**src/link_regs_params.svh**
```systemverilog
// Offsets, field positions, reset values and counts of the link register pair
`ifndef LINK_REGS_PARAMS_SVH
`define LINK_REGS_PARAMS_SVH
`define LCAP_OFFSET      12'h04c
`define LCTL_OFFSET      12'h050
`define SPEED_2G5        4'h1
`define WIDTH_RESET      6'h08
`define PM_SUPPORT       2'h3
`define L0S_LAT_SEP      3'h5
`define L0S_LAT_COMMON   3'h3
`define L1_LAT_RESET     3'h2
`define PM_CTL_RESET     2'h0
`define UPSTREAM_PORT    2'h0
`define CAP_WIDTH_LSB    4
`define CAP_WIDTH_MSB    9
`define CAP_L1_LSB       15
`define CAP_L1_MSB       17
`define CTL_LINK_OFF     4
`define CTL_RETRAIN      5
`define CTL_SHARED_CLK   6
`define CTL_LONG_SYNC    7
`define LONG_FTS_COUNT   13'h1000
`define SHORT_FTS_COUNT  13'h0020
`define RESP_OKAY        2'h0
`define RESP_SLVERR      2'h2
`endif

```
**src/link_regs_pkg.sv**
```systemverilog
// Types shared by the link capability and control register block
package link_regs_pkg;
   typedef enum logic [1:0] {
      SEQ_IDLE = 2'b00,
      SEQ_FTS  = 2'b01,
      SEQ_SKP  = 2'b10
   } seq_state_t;

   typedef struct packed {
      logic [1:0] pm_enable;
      logic       link_off;
      logic       retrain;
      logic       shared_refclk;
      logic       long_sync;
      logic [3:0] lane_width;
   } phy_ctl_t;

   typedef struct packed {
      logic send_fts;
      logic send_skp;
      logic busy;
   } ordered_set_t;
endpackage : link_regs_pkg

```
**src/link_capability_control_regs.sv**
```systemverilog
// Link capability and link control registers with an AXI4-Lite slave
//
// Behaviour
// RQ1: Max speed field reads fixed 2.5 Gbps code
// RQ2: Width field resets x8, writable to narrow
// RQ3: Width other than 1,2,4,8 means x1
// RQ4: Power support field reads fixed three
// RQ5: Standby exit latency five separate, three common
// RQ6: Deep sleep exit latency defaults to two
// RQ7: Top byte reports fixed port index
// RQ8: Power control selects none, L0s, L1, both
// RQ9: Power control resets zero, EEPROM may override
// RQ10: Completion boundary bit always reads zero
// RQ11: Link off bit disables link while set
// RQ12: Link off fixed zero on upstream port
// RQ13: Retrain write one sends LTSSM to Recovery
// RQ14: Retrain bit always reads zero
// RQ15: Upstream retrain ignored while unlock clear
// RQ16: Upstream retrain works while unlock set
// RQ17: Shared clock flag, read-write, resets zero
// RQ18: Long sync sends 4096 FTS, one SKP
// RQ19: Reserved bits read zero, ignore writes
// RQ20: Standby latency follows shared clock flag
//
// The AXI4-Lite interface to the registers is this design's own decision.
`timescale 1ns/10ps
`default_nettype none
`include "link_regs_params.svh"
module link_capability_control_regs
   import link_regs_pkg::*;
(
   input  wire logic        clk,
   input  wire logic        rst,
   input  wire logic [11:0] s_axi_awaddr,
   input  wire logic        s_axi_awvalid,
   output logic             s_axi_awready,
   input  wire logic [31:0] s_axi_wdata,
   input  wire logic [3:0]  s_axi_wstrb,
   input  wire logic        s_axi_wvalid,
   output logic             s_axi_wready,
   output logic [1:0]       s_axi_bresp,
   output logic             s_axi_bvalid,
   input  wire logic        s_axi_bready,
   input  wire logic [11:0] s_axi_araddr,
   input  wire logic        s_axi_arvalid,
   output logic             s_axi_arready,
   output logic [31:0]      s_axi_rdata,
   output logic [1:0]       s_axi_rresp,
   output logic             s_axi_rvalid,
   input  wire logic        s_axi_rready,
   input  wire logic [1:0]  port_strap,
   input  wire logic        register_unlock_bit,
   input  wire logic        eeprom_load,
   input  wire logic [1:0]  eeprom_pm_enable,
   input  wire logic        standby_exit,
   output phy_ctl_t         phy_ctl,
   output ordered_set_t     ordered_sets
);
   logic [7:0]  port_index_reg;
   logic [5:0]  max_width_reg;
   logic [2:0]  deep_sleep_lat_reg;
   logic [1:0]  pm_enable_reg;
   logic        link_off_reg;
   logic        shared_refclk_reg;
   logic        long_sync_reg;
   logic        wr_en;
   logic        rd_en;
   logic [31:0] wmask;
   logic [31:0] wval;
   logic [31:0] cap_value;
   logic [31:0] ctl_value;
   logic [11:0] rd_addr_reg;
   logic        upstream;
   logic        retrain_ok;

   // Strap sampled while reset is held; index fixed for the whole session
   always_ff @(posedge clk) begin
      if (rst) begin
         port_index_reg <= {6'h00, port_strap}; // [RQ7]
      end
   end

   assign upstream   = port_index_reg[1:0] == `UPSTREAM_PORT;
   assign retrain_ok = !upstream || register_unlock_bit; // [RQ15] [RQ16]

   // Bus slave: address and data taken together, one write and one read open
   assign wr_en = s_axi_awready && s_axi_awvalid && s_axi_wvalid;
   assign rd_en = s_axi_arready && s_axi_arvalid;

   always_comb begin
      for (int i = 0; i < 4; i++) begin
         wmask[8*i +: 8] = {8{s_axi_wstrb[i]}};
      end
   end
   assign wval = s_axi_wdata & wmask;

   always_ff @(posedge clk) begin
      if (rst) begin
         s_axi_awready <= 1'b0;
         s_axi_wready  <= 1'b0;
         s_axi_bvalid  <= 1'b0;
         s_axi_bresp   <= `RESP_OKAY;
      end else if (wr_en) begin
         s_axi_awready <= 1'b0;
         s_axi_wready  <= 1'b0;
         s_axi_bvalid  <= 1'b1;
         s_axi_bresp   <= (s_axi_awaddr == `LCAP_OFFSET || s_axi_awaddr == `LCTL_OFFSET)
                          ? `RESP_OKAY : `RESP_SLVERR;
      end else begin
         if (s_axi_bvalid && s_axi_bready) begin
            s_axi_bvalid <= 1'b0;
         end
         if (s_axi_awvalid && s_axi_wvalid && !s_axi_awready && !s_axi_bvalid) begin
            s_axi_awready <= 1'b1;
            s_axi_wready  <= 1'b1;
         end
      end
   end

   always_ff @(posedge clk) begin
      if (rst) begin
         s_axi_arready <= 1'b0;
         s_axi_rvalid  <= 1'b0;
         s_axi_rdata   <= 32'h00000000;
         s_axi_rresp   <= `RESP_OKAY;
         rd_addr_reg   <= 12'h000;
      end else if (rd_en) begin
         s_axi_arready <= 1'b0;
         s_axi_rvalid  <= 1'b1;
         rd_addr_reg   <= s_axi_araddr;
         s_axi_rresp   <= `RESP_OKAY;
         if (s_axi_araddr == `LCAP_OFFSET) begin
            s_axi_rdata <= cap_value;
         end else if (s_axi_araddr == `LCTL_OFFSET) begin
            s_axi_rdata <= ctl_value;
         end else begin
            s_axi_rdata <= 32'h00000000;
            s_axi_rresp <= `RESP_SLVERR;
         end
      end else begin
         if (s_axi_rvalid && s_axi_rready) begin
            s_axi_rvalid <= 1'b0;
         end
         if (s_axi_arvalid && !s_axi_arready && !s_axi_rvalid) begin
            s_axi_arready <= 1'b1;
         end
      end
   end

   // Read images; reserved bits and retrain bit always zero
   assign cap_value = {port_index_reg,                               // [RQ7]
                       6'h00,                                        // [RQ19]
                       deep_sleep_lat_reg,                           // [RQ6]
                       shared_refclk_reg ? `L0S_LAT_COMMON : `L0S_LAT_SEP, // [RQ5] [RQ20]
                       `PM_SUPPORT,                                  // [RQ4]
                       max_width_reg,                                // [RQ2]
                       `SPEED_2G5};                                  // [RQ1]
   assign ctl_value = {16'h0000, 8'h00, long_sync_reg, shared_refclk_reg,
                       1'b0, link_off_reg, 1'b0, 1'b0, pm_enable_reg}; // [RQ10] [RQ14] [RQ19]

   // Capability writable fields
   always_ff @(posedge clk) begin
      if (rst) begin
         max_width_reg      <= `WIDTH_RESET; // [RQ2]
         deep_sleep_lat_reg <= `L1_LAT_RESET; // [RQ6]
      end else if (wr_en && s_axi_awaddr == `LCAP_OFFSET) begin
         if (s_axi_wstrb[0] && s_axi_wstrb[1]) begin
            max_width_reg <= wval[`CAP_WIDTH_MSB:`CAP_WIDTH_LSB];
         end
         if (s_axi_wstrb[1] && s_axi_wstrb[2]) begin
            deep_sleep_lat_reg <= wval[`CAP_L1_MSB:`CAP_L1_LSB];
         end
      end
   end

   // Control fields; EEPROM load may replace the power control default
   always_ff @(posedge clk) begin
      if (rst) begin
         pm_enable_reg     <= `PM_CTL_RESET; // [RQ9]
         link_off_reg      <= 1'b0;
         shared_refclk_reg <= 1'b0; // [RQ17]
         long_sync_reg     <= 1'b0;
      end else if (wr_en && s_axi_awaddr == `LCTL_OFFSET && s_axi_wstrb[0]) begin
         pm_enable_reg     <= s_axi_wdata[1:0]; // [RQ8]
         link_off_reg      <= s_axi_wdata[`CTL_LINK_OFF] && !upstream; // [RQ12]
         shared_refclk_reg <= s_axi_wdata[`CTL_SHARED_CLK]; // [RQ17]
         long_sync_reg     <= s_axi_wdata[`CTL_LONG_SYNC];
      end else if (eeprom_load) begin
         pm_enable_reg <= eeprom_pm_enable; // [RQ9]
      end
   end

   // Physical layer controls, each from a flip-flop
   always_ff @(posedge clk) begin
      if (rst) begin
         phy_ctl <= '{pm_enable: `PM_CTL_RESET, lane_width: 4'h1, default: 1'b0};
      end else begin
         phy_ctl.pm_enable     <= pm_enable_reg; // [RQ8]
         phy_ctl.link_off      <= link_off_reg; // [RQ11]
         phy_ctl.shared_refclk <= shared_refclk_reg;
         phy_ctl.long_sync     <= long_sync_reg;
         phy_ctl.retrain       <= wr_en && s_axi_awaddr == `LCTL_OFFSET && s_axi_wstrb[0]
                                  && s_axi_wdata[`CTL_RETRAIN] && retrain_ok; // [RQ13]
         case (max_width_reg)
            6'h01, 6'h02, 6'h04, 6'h08: phy_ctl.lane_width <= max_width_reg[3:0];
            default:                    phy_ctl.lane_width <= 4'h1; // [RQ3]
         endcase
      end
   end

   // Only entered when software allows standby entry
   fts_sequencer u_fts_sequencer (
      .clk        (clk),
      .rst        (rst),
      .exit_start (standby_exit && pm_enable_reg[0]),
      .long_sync  (long_sync_reg), // [RQ18]
      .os_out     (ordered_sets)
   );

   logic [5:0] width_wdata;
   assign width_wdata = s_axi_wdata[`CAP_WIDTH_MSB:`CAP_WIDTH_LSB];
endmodule : link_capability_control_regs
`default_nettype wire

```
**src/fts_sequencer.sv**
```systemverilog
// Ordered set sequencer for leaving the standby low-power state
`timescale 1ns/10ps
`default_nettype none
`include "link_regs_params.svh"
module fts_sequencer
   import link_regs_pkg::*;
(
   input  wire logic   clk,
   input  wire logic   rst,
   input  wire logic   exit_start,
   input  wire logic   long_sync,
   output ordered_set_t os_out
);
   seq_state_t  state_reg;
   logic [12:0] count_reg;
   logic        skp_after_reg;

   always_ff @(posedge clk) begin
      if (rst) begin
         state_reg     <= SEQ_IDLE;
         count_reg     <= 13'h0000;
         skp_after_reg <= 1'b0;
         os_out        <= '0;
      end else begin
         case (state_reg)
            SEQ_IDLE: begin
               os_out <= '0;
               if (exit_start) begin
                  // Long mode latched at start so a mid-burst change is harmless
                  count_reg     <= long_sync ? `LONG_FTS_COUNT : `SHORT_FTS_COUNT; // [RQ18]
                  skp_after_reg <= long_sync;
                  state_reg     <= SEQ_FTS;
                  os_out        <= '{send_fts: 1'b1, send_skp: 1'b0, busy: 1'b1};
               end
            end
            SEQ_FTS: begin
               if (count_reg == 13'h0001) begin
                  state_reg <= skp_after_reg ? SEQ_SKP : SEQ_IDLE;
                  os_out    <= '{send_fts: 1'b0, send_skp: skp_after_reg,
                                 busy: skp_after_reg}; // [RQ18]
               end
               count_reg <= count_reg - 13'h0001;
            end
            SEQ_SKP: begin
               state_reg <= SEQ_IDLE;
               os_out    <= '0;
            end
            default: begin
               state_reg <= SEQ_IDLE;
               os_out    <= '0;
            end
         endcase
      end
   end

   // Counts FTS pulses of the current burst
   logic [12:0] fts_seen_reg;
   always_ff @(posedge clk) begin
      if (rst || state_reg == SEQ_IDLE) begin
         fts_seen_reg <= 13'h0000;
      end else if (os_out.send_fts) begin
         fts_seen_reg <= fts_seen_reg + 13'h0001;
      end
   end
endmodule : fts_sequencer
`default_nettype wire

```
**config.mk**
```make
export PLATFORM = sky130hd
export DESIGN_NAME = link_capability_control_regs
export DESIGN_NICKNAME = d
export VERILOG_FILES = /design/src/link_regs_pkg.sv /design/src/link_capability_control_regs.sv /design/src/fts_sequencer.sv
export VERILOG_INCLUDE_DIRS = /design/src /design/src/src
export SDC_FILE = /design/constraint.sdc
export NUM_CORES = 1
export LEC_CHECK = 0
export BUFFER_PORTS_ARGS = -buffer_cell sky130_fd_sc_hd__buf_4
export CORE_MARGIN = 3
export CORE_UTILIZATION = 49
export CTS_CLUSTER_SIZE = 28
export DETAILED_ROUTE_END_ITERATION = 6
export GPL_TIMING_DRIVEN = 0
export PLACE_DENSITY = 0.82
export RECOVER_POWER = 25
export SLEW_MARGIN = 20
export SYNTH_ARGS = -nofsm -noshare
export SYNTH_HDL_FRONTEND = slang
export SYNTH_SLANG_ARGS = --single-unit
```
**constraint.sdc**
```tcl
create_clock -name clk -period 3.76 [get_ports clk]
set_input_delay 0 -clock clk [delete_from_list [all_inputs] [get_ports clk]]
set_output_delay 0 -clock clk [all_outputs]
set_load 0.02 [all_outputs]
```
==> impl_metrics.ini, run 1 <==
[status]
run_status = completed

[cts]
maximum_buffer_depth_of_the_clock_tree = 2
cts_inserted_buffers = 9
clock_latency_ns = 0.35
clock-sinks = 67
htree_num_levels = 3
cts_tree = yes
postCtsSetupRepairBufs = 0
cts_root_buf = sky130_fd_sc_hd__clkbuf_8
register_clock_pin_slew_on_the_reported_worst_setup_and_hold_paths_ns = 0.08

[floorplan]
total_number_of_placement_rows = 27
die_w_um = 83.8
placeableCoreArea_sq_um = 5680
ioPinCount = 128
floorplan.die_area_sq_um = 7020
die_h_um = 83.8
start_util_pct = 52.2

[synth]
synth-compound-area-share_pct = 16.5
synth_fa_ha_area_share_pct = 0.845
muxShareOfSynthArea_pct = 2.79
yosysTopAreaCell = sky130_fd_sc_hd__dfxtp_1
synth_seq_cells = 67
postSynth.topFlopCell = sky130_fd_sc_hd__dfxtp_1
asyncSetResetFlopFracSynth_pct = 0
synth_largest_type_area_fraction_pct = 43.9
number_of_enable_type_register_cells_in_the_synthesized_netlist = 2
syn_avg_cell_area_sq_um = 9.32
biggest_area_contributors_in_the_synthesized_netlist = sky130_fd_sc_hd__dfxtp_1 (44%), sky130_fd_sc_hd__buf_4 (4.8%), sky130_fd_sc_hd__a21oi_1 (3.5%), sky130_fd_sc_hd__nand2_1 (3.3%), sky130_fd_sc_hd__o21ai_0 (3.2%)
synth_cells = 318
ys_top_cells_by_count = sky130_fd_sc_hd__dfxtp_1 (65), sky130_fd_sc_hd__nand2_1 (26), sky130_fd_sc_hd__a21oi_1 (21)
yosysUniqueCellTypes = 56
synth_cell_area_sq_um = 2960
synth.yosys.warnings = 0
synth_simple_gate_area_share_pct = 25.7
yosysMostFrequentCell = sky130_fd_sc_hd__dfxtp_1
main_combinational_cell_family_by_area_after_synthesis = simple AND/OR/NAND/NOR gates
synth.yosys.seq_area_share_pct = 45.9
yosys.area_share.xor_xnor_pct = 0.296

[sta]
final-max-slew-violation-count = 0
worst_slack_ns = 1.76
final_min_period_ns = 2.00
max_frequency_mhz = 500
timing.clock.skew_ns = 0.00823
worst_slew_margin_rel_pct = 53.7
setup_viol = 0
worst_pin_slew_ns = 0.691
totalNegativeSetupSlack_ns = 0
period_share_pct = 53.2
hold_viol = 0
unrepaired_setup_endpoints_after_global_routing = no

[critical_path]
worst-path-buf-inv = 2
regToRegSetupSlack_ns = 1.76
ff2ff_path_depth = 5
timing.rr.end = phy_ctl[6]
reg2reg_from = s_axi_wready
cp.arrival_ns = 2.29
cp_cell_sequence = and3_1 -> nand3_1 -> clkbuf_1 -> nor4_1 -> dlygate4sd3_1
worst_setup_path_end_kind = register
cpMaxStageDelayCell = sky130_fd_sc_hd__dlygate4sd3_1
start_kind = register
worstSetupPathType = reg2reg
required_time_of_the_worst_setup_path_ns = 4.05
worst-path-max-fanout = 10
critical_path.max_stage_delay_ns = 0.59
path_delay_family = buffers and inverters

[layout]
area_of_combinational_cells_with_multiple_inputs_sq_um = 1430
register_area_sq_um = 1360
post_layout_nonfiller_instances = 534
synthToLayoutAreaGrowth_pct = 39.9
largest_register_ff_count = 16
insertedDiodeCount = 0
layout.filler_cells = 432
drive_gt1_share_pct = 25.1
fin_nets = 533

[routing]
routed_via_density = 5.49
drc = 0
drt.antenna.violating_nets = 0
detailroute.via_count = 2931
drt-pass1-iter-count = 4
dr.first_iter.drc_count = 170
totalWireLength_um = 8530
drt-wirelength-per-cell_um = 16.0

[placed_design]
placed_cells_incl_taps = 493
dp.final_hpwl_um = 5840
gp_congestion = 0.874
setup_ws_pre_cts_ns = 2.06
port_buffers = 88

[grt]
grt_start_max_net_pins = 15
first_global_vias = 2837
track_usage_pct = 24.5
wire_length_of_the_first_global_routing_pass_um = 14000
grt_antenna_before_repair = 0
grt_overflow = 0

[pwr]
power_mw = 1.60
worst_ir_drop_vdd_v = 0.000254
leakage_nw = 1.69
power-per-cell-area_nw_per_um2 = 385

[run]
timing.max_cap.violations = 0

[worst_hold_path]
worst_hold_path_type = in2reg
startpoint_of_the_lowest_slack_hold_path = s_axi_wvalid
min_to = s_axi_wready
worstHoldPathCells = 4
through the flow:
| step | instance area (sq um) | hold slack [ns] | util [%] |
|---|---|---|---|
| after floorplan | 3020 | 0.0801 | - |
| after global placement | 3770 | 0.190 | 66.4 |
| after detailed placement | 3770 | 0.183 | 66.4 |
| after CTS | 4230 | 0.00296 | 74.5 |
| after global routing | 4150 | 0.0453 | 73.1 |
| final | 4150 | 0.00641 | 73.1 |
repair_timing:
item | 4_1_cts | 5_1_grt
setup endpoints to repair | 0 | 0
hold endpoints to repair | 22 | 0
hold buffers | 25 | 0
resized for setup | 0 | 0
kinds of logic (layout without fill, tap and decap cells):
group / Yosys count / in the layout
AND/OR/NAND/NOR: 122 / 122
AO/OA/AOI/OAI: 76 / 76
flip-flops: 67 / 67
buffers and inverters: 41 / 170
multiplexers: 8 / 8
adder cells (fa/ha/maj): 2 / 2
other: 1 / 16
XOR/XNOR: 1 / 1
where the power goes:
group          leakage (nW)  switching (mW)  internal, mW
logic                  1.04           0.115         0.109
registers             0.546          0.0186         0.731
clock network         0.106           0.305         0.317
total                  1.69           0.439          1.16
how the worst max path moves through the flow:
stage / cells after the start / end / slack, ns / start
global route: 5 / max_width_reg[5] / 1.68 / s_axi_wready
detailed placement: 7 / u_fts_sequencer.count_reg[8] / 2.06 / u_fts_sequencer.count_reg[0]
global placement: 7 / u_fts_sequencer.count_reg[8] / 2.12 / u_fts_sequencer.count_reg[0]
floorplan: 7 / u_fts_sequencer.count_reg[8] / 2.27 / u_fts_sequencer.count_reg[0]
finish: 5 / phy_ctl[6] / 1.76 / s_axi_wready
CTS: 5 / deep_sleep_lat_reg[2] / 1.87 / s_axi_wready
metal layers:
layer	GRT usage, %	vias to the layer above	routed length (um)
li1	-	1430	-
met1	29.0	1360	3480
met2	42.6	126	4270
met3	7.90	15	649
met4	6.73	0	133
met5	0	-	0
layout make-up:
cell class,instances,share of cell area (%)
Inverter,7,0.634
Buffer,34,4.98
Multi-Input combinational cell,225,34.4
Clock inverter,7,2.05
Tap cell,72,2.17
Timing Repair Buffer,113,20.0
Sequential cell,67,32.8
Clock buffer,9,2.99
layout by cell type (no fill, tap or decap), types with 9 or more instances in the layout:
master	n
sky130_fd_sc_hd__a21oi_1	21
sky130_fd_sc_hd__a22o_1	9
sky130_fd_sc_hd__buf_4	83
sky130_fd_sc_hd__clkbuf_1	36
sky130_fd_sc_hd__clkbuf_8	9
sky130_fd_sc_hd__conb_1	16
sky130_fd_sc_hd__dfxtp_1	65
sky130_fd_sc_hd__dlygate4sd3_1	25
sky130_fd_sc_hd__nand2_1	26
sky130_fd_sc_hd__nand3_1	9
sky130_fd_sc_hd__nand4_1	11
sky130_fd_sc_hd__nor2_1	18
sky130_fd_sc_hd__nor3_1	11
sky130_fd_sc_hd__o21ai_0	19
worst reg2reg max path, stage by stage (launching register included):
cell                            delay, ns
sky130_fd_sc_hd__dfxtp_1             0.40
sky130_fd_sc_hd__and3_1              0.24
sky130_fd_sc_hd__nand3_1             0.11
sky130_fd_sc_hd__clkbuf_1            0.24
sky130_fd_sc_hd__nor4_1              0.38
sky130_fd_sc_hd__dlygate4sd3_1       0.59
Note: power is estimated with default switching activity, not from simulation.
==> inputs of run 2 (changes only) <==
Settings changed: CORE_UTILIZATION 49 to 47, PLACE_DENSITY 0.82 to 0.79.
Clock period 3.76 ns to 1.94 ns, I/O delays scaled along.
==> impl_metrics.ini, run 2 (synthesis results as in run 1) <==
[critical_path]
worst-path-max-fanout = 10
ff2ff_path_depth = 5
cp.arrival_ns = 2.04
cpMaxStageDelayCell = sky130_fd_sc_hd__dlygate4sd3_1
critPathLaunch = s_axi_wready
required_time_of_the_worst_setup_path_ns = 2.20
worst_setup_path_end_kind = register
worst-path-buf-inv = 2
path_delay_family = buffers and inverters
timing.rr.end = max_width_reg[0]
reg2reg_from = s_axi_wready
cp-endpoint = max_width_reg[0]
worstSetupPathType = reg2reg
cp_cell_sequence = and3_4 -> clkbuf_2 -> nand4_1 -> dlygate4sd3_1 -> a21oi_1
timing.critical_path.depth = 5
critical_path.max_stage_delay_ns = 0.58
regToRegSetupSlack_ns = 0.16
start_kind = register

[grt]
wire_length_of_the_first_global_routing_pass_um = 13100
first_global_vias = 2755
grt_start_max_net_pins = 12
grtUsageMet2_pct = 39.3
track_usage_pct = 22.4
met1_usage_pct = 25.9
busiest_layer = met2
grt_overflow = 0
groute.layer.met3.usage_pct = 6.70
grt_antenna_before_repair = 0

[placed_design]
port_buffers = 88
setup_ws_pre_cts_ns = 0.259
gp_congestion = 0.862
dp.final_hpwl_um = 5740
postPlaceCellArea_sq_um = 3770

[worst_hold_path]
worst_hold_path_type = in2reg
worstHoldPathCells = 4

[floorplan]
total_number_of_placement_rows = 28
ioPinCount = 128
placeableCoreArea_sq_um = 6030
die_h_um = 85.4
die_w_um = 85.4
start_util_pct = 49.2
floorplan.die_area_sq_um = 7290

[layout]
layout_common_cells = sky130_fd_sc_hd__buf_4 (83), sky130_fd_sc_hd__dfxtp_1 (65), sky130_fd_sc_hd__clkbuf_1 (35), sky130_fd_sc_hd__nand2_1 (26), sky130_fd_sc_hd__dlygate4sd3_1 (24)
final_core_utilization_pct = 68.2
synthToLayoutAreaGrowth_pct = 38.7
largest_register_ff_count = 16
drive_gt1_share_pct = 25.6
insertedDiodeCount = 0
fin_nets = 532
final_cell_area_sq_um = 4110
layout.filler_cells = 504
leading_cell_type_in_the_layout_fill_and_taps_excluded = sky130_fd_sc_hd__buf_4

[pwr]
internal-power_mw = 2.12
power_switching_share_pct = 26.6
power.clock.fraction_pct = 34.8
share_of_power_burned_in_registers_pct = 50.4
leakage_nw = 1.68
p_switching_mw = 0.768
p_comb_share_pct = 14.8
worst_ir_drop_vdd_v = 0.000413
power-per-cell-area_nw_per_um2 = 703

[sta]
timing.clock.skew_ns = 0.00777
hold_slack_ns = 0.0231
worst_slew_margin_rel_pct = 53.6
worst_pin_slew_ns = 0.694
worst_slack_ns = 0.164
final_min_period_ns = 1.78
unrepaired_setup_endpoints_after_global_routing = no
period_share_pct = 91.6
max_frequency_mhz = 563
final-max-slew-violation-count = 0
setup_viol = 0
totalNegativeSetupSlack_ns = 0
hold_viol = 0

[cts]
clock-sinks = 67
cts_tree = yes
clock_latency_ns = 0.35
cts_root_buf = sky130_fd_sc_hd__clkbuf_8
maximum_buffer_depth_of_the_clock_tree = 2
cts_inserted_buffers = 9
postCtsSetupRepairBufs = 0
htree_num_levels = 3
register_clock_pin_slew_on_the_reported_worst_setup_and_hold_paths_ns = 0.07

[routing]
drt-pass1-iter-count = 5
drt.antenna.violating_nets = 0
routed_via_density = 5.41
detailroute.via_count = 2899
drc = 0
totalWireLength_um = 8050
dr.first_iter.drc_count = 184
drt-wirelength-per-cell_um = 15.0

[run]
timing.max_cap.violations = 0

[status]
run_status = completed
[run 2: metrics by stage]
stage | power [mW] | instances
2_1_floorplan | 1.72 | 333
3_3_place_gp | 1.88 | 496
3_5_place_dp | 1.88 | 496
4_1_cts | 2.92 | 536
5_1_grt | 3.03 | 536
6_report | 2.89 | 536
[run 2: worst min path at each step]
stage | end | slack [ns] | from
floorplan | phy_ctl[5] | 0.08 | rst
global placement | port_index_reg[1] | 0.19 | port_strap[1]
detailed placement | port_index_reg[0] | 0.19 | port_strap[0]
CTS | s_axi_wready | 0.009 | s_axi_awvalid
global route | s_axi_wready | 0.02 | s_axi_awvalid
finish | s_axi_wready | 0.02 | s_axi_awvalid
[run 2: cell type report]
type | count | area, sq um | share of cell area (%)
multi-input combinational | 225 | 1430 | 34.8
sequential | 67 | 1360 | 33.1
timing repair buffer | 112 | 818 | 19.9
buffer | 34 | 209 | 5.09
clock buffer | 11 | 141 | 3.44
tap | 75 | 93.8 | 2.28
clock inverter | 5 | 28.8 | 0.700
inverter | 7 | 26.3 | 0.639
[run 2: worst reg2reg max path, delay by kind of cell (launching register included)]
family	cells	cell delay, ns
simple gates	2	0.34
buf+inv	2	0.79
compound gates	1	0.17
flops	1	0.39
[run 2: power groups by stage]
stage               combinational, mW  sequential, mW  clock (mW)
floorplan                       0.232            1.49           0
global placement                0.393            1.48           0
detailed placement              0.400            1.48           0
CTS                             0.429            1.45        1.04
global route                    0.468            1.46        1.10
finish                          0.427            1.45        1.01
[run 2: layer usage]
layer	up-vias	wire (um)
li1	1423	-
met1	1353	3220
met2	104	4110
met3	19	546
met4	0	165
met5	-	0
[run 2: repair_timing]
item | 4_1_cts | 5_1_grt
gates resized for setup | 0 | 5
hold buffers | 24 | 0
endpoints found under the setup margin | 0 | 6
hold endpoints to repair | 21 | 0
==> inputs of run 3 (changes only) <==
Settings changed: REMOVE_ABC_BUFFERS set to 1.
==> impl_metrics.ini, run 3 (synthesis results as in run 1) <==
[critical_path]
worst-path-buf-inv = 1
worst_setup_path_end_kind = register
cpMaxStageDelayCell = sky130_fd_sc_hd__dlygate4sd3_1
worst-path-max-fanout = 12
critical_path.max_stage_delay_ns = 0.61
required_time_of_the_worst_setup_path_ns = 2.20
cp_cell_sequence = and3_2 -> nand4_1 -> dlygate4sd3_1 -> a21oi_1
start_kind = register
path_delay_family = buffers and inverters
cp.arrival_ns = 1.96
worstSetupPathType = reg2reg

[cts]
maximum_buffer_depth_of_the_clock_tree = 2
cts_inserted_buffers = 9
htree_num_levels = 3
cts_root_buf = sky130_fd_sc_hd__clkbuf_8
clock-sinks = 67
postCtsSetupRepairBufs = 0
cts_tree = yes
clock_latency_ns = 0.34
register_clock_pin_slew_on_the_reported_worst_setup_and_hold_paths_ns = 0.07

[run]
timing.max_cap.violations = 0

[placed_design]
placed_cells_incl_taps = 463
dp.final_hpwl_um = 5300
port_buffers = 89
gp_congestion = 0.842

[sta]
worst_pin_slew_ns = 1.06
hold_viol = 0
max_frequency_mhz = 587
unrepaired_setup_endpoints_after_global_routing = no
period_share_pct = 87.8
setup_viol = 0
totalNegativeSetupSlack_ns = 0
final_min_period_ns = 1.70
final-max-slew-violation-count = 0
timing.clock.skew_ns = 0.00763
worst_slew_margin_rel_pct = 29.5

[pwr]
leakage_nw = 1.59
power-per-cell-area_nw_per_um2 = 771
worst_ir_drop_vdd_v = 0.000462

[grt]
grt_antenna_before_repair = 0
busiest_layer = met2
groute.layer.met3.usage_pct = 4.56
first_global_vias = 2581
track_usage_pct = 20.9
wire_length_of_the_first_global_routing_pass_um = 12100
met1_usage_pct = 25.5
grt_overflow = 0
grt_start_max_net_pins = 45
grtUsageMet2_pct = 35.2

[layout]
largest_register_ff_count = 16
drive_gt1_share_pct = 24.4
leading_cell_type_in_the_layout_fill_and_taps_excluded = sky130_fd_sc_hd__buf_4
layout_common_cells = sky130_fd_sc_hd__buf_4 (70), sky130_fd_sc_hd__dfxtp_1 (65), sky130_fd_sc_hd__nand2_1 (26), sky130_fd_sc_hd__dlygate4sd3_1 (24), sky130_fd_sc_hd__a21oi_1 (21)
fin_nets = 499
layout.filler_cells = 498
synthToLayoutAreaGrowth_pct = 33.9
insertedDiodeCount = 0
post_layout_nonfiller_instances = 502

[routing]
drc = 0
dr.first_iter.drc_count = 112
routed_via_density = 5.50
drt.antenna.violating_nets = 0
drt-pass1-iter-count = 4
detailroute.via_count = 2760
drt-wirelength-per-cell_um = 15.2
totalWireLength_um = 7620

[floorplan]
ioPinCount = 128
placeableCoreArea_sq_um = 6030
die_w_um = 85.4
start_util_pct = 49.2
total_number_of_placement_rows = 28
die_h_um = 85.4
floorplan.die_area_sq_um = 7290

[status]
run_status = completed

[worst_hold_path]
worst_hold_path_type = in2reg
## run 3: cell types whose count changed in the layout (fill, tap and decap cells not counted), sizes merged
cell	before	now
buf	84	70
bufinv	0	1
clkbuf	49	30
clkinv	5	2
inv	7	8
## run 3: where the power goes
part           internal [mW]  switching, mW  leakage (nW)
logic                  0.187          0.207         0.935
registers               1.42         0.0408         0.546
clock network          0.696          0.510         0.111
## run 3: worst paths after layout
path / start / endpoint / slack (ns) / cells past startpoint
min: s_axi_wvalid / s_axi_wready / 0.01 / 4
max: s_axi_wready / max_width_reg[5] / 0.24 / 4
min reg2reg: s_axi_rdata[4] / s_axi_rdata[4] / 0.43 / 2
max reg2reg: s_axi_wready / max_width_reg[5] / 0.24 / 4
## run 3: area by class of cell
cell class              count  area (sq um)  share of cell area [%]
inverters                   7          26.3                   0.662
clock inverters             4          46.3                    1.17
clock buffers              11           163                    4.10
flip-flops and latches     67          1360                    34.3
multi-input cells         225          1430                    36.1
well taps                  75          93.8                    2.37
repair buffers            113           846                    21.3
## run 3: worst min-delay path, stage by stage
cell,delay [ns]
sky130_fd_sc_hd__buf_4,0.11
sky130_fd_sc_hd__nand2_1,0.07
sky130_fd_sc_hd__a21oi_1,0.06
sky130_fd_sc_hd__nor2_1,0.07
## run 3: through the flow
step / setup WS, ns / util (%) / power (mW) / hold WS, ns / cell area [sq um]
floorplan: 0.165 / - / 1.68 / 0.0691 / 2810
global placement: 0.245 / 59.3 / 1.84 / 0.180 / 3570
detailed placement: 0.241 / 59.3 / 1.85 / 0.180 / 3570
CTS: 0.150 / 66.8 / 3.08 / 0.00499 / 4020
global route: 0.0890 / 65.8 / 3.17 / 0.0248 / 3970
finish: 0.238 / 65.8 / 3.06 / 0.0119 / 3970
## run 3: what timing repair did
action                     4_1_cts  5_1_grt
hold endpoints to repair        22        0
gates resized for setup          0        2
hold buffers                    24        0
setup endpoints to repair        0        3
## run 3: layer usage
metal	wire (um)	up-vias
met5	0	-
met4	155	0
met3	541	14
met2	3690	110
met1	3240	1280
li1	-	1356
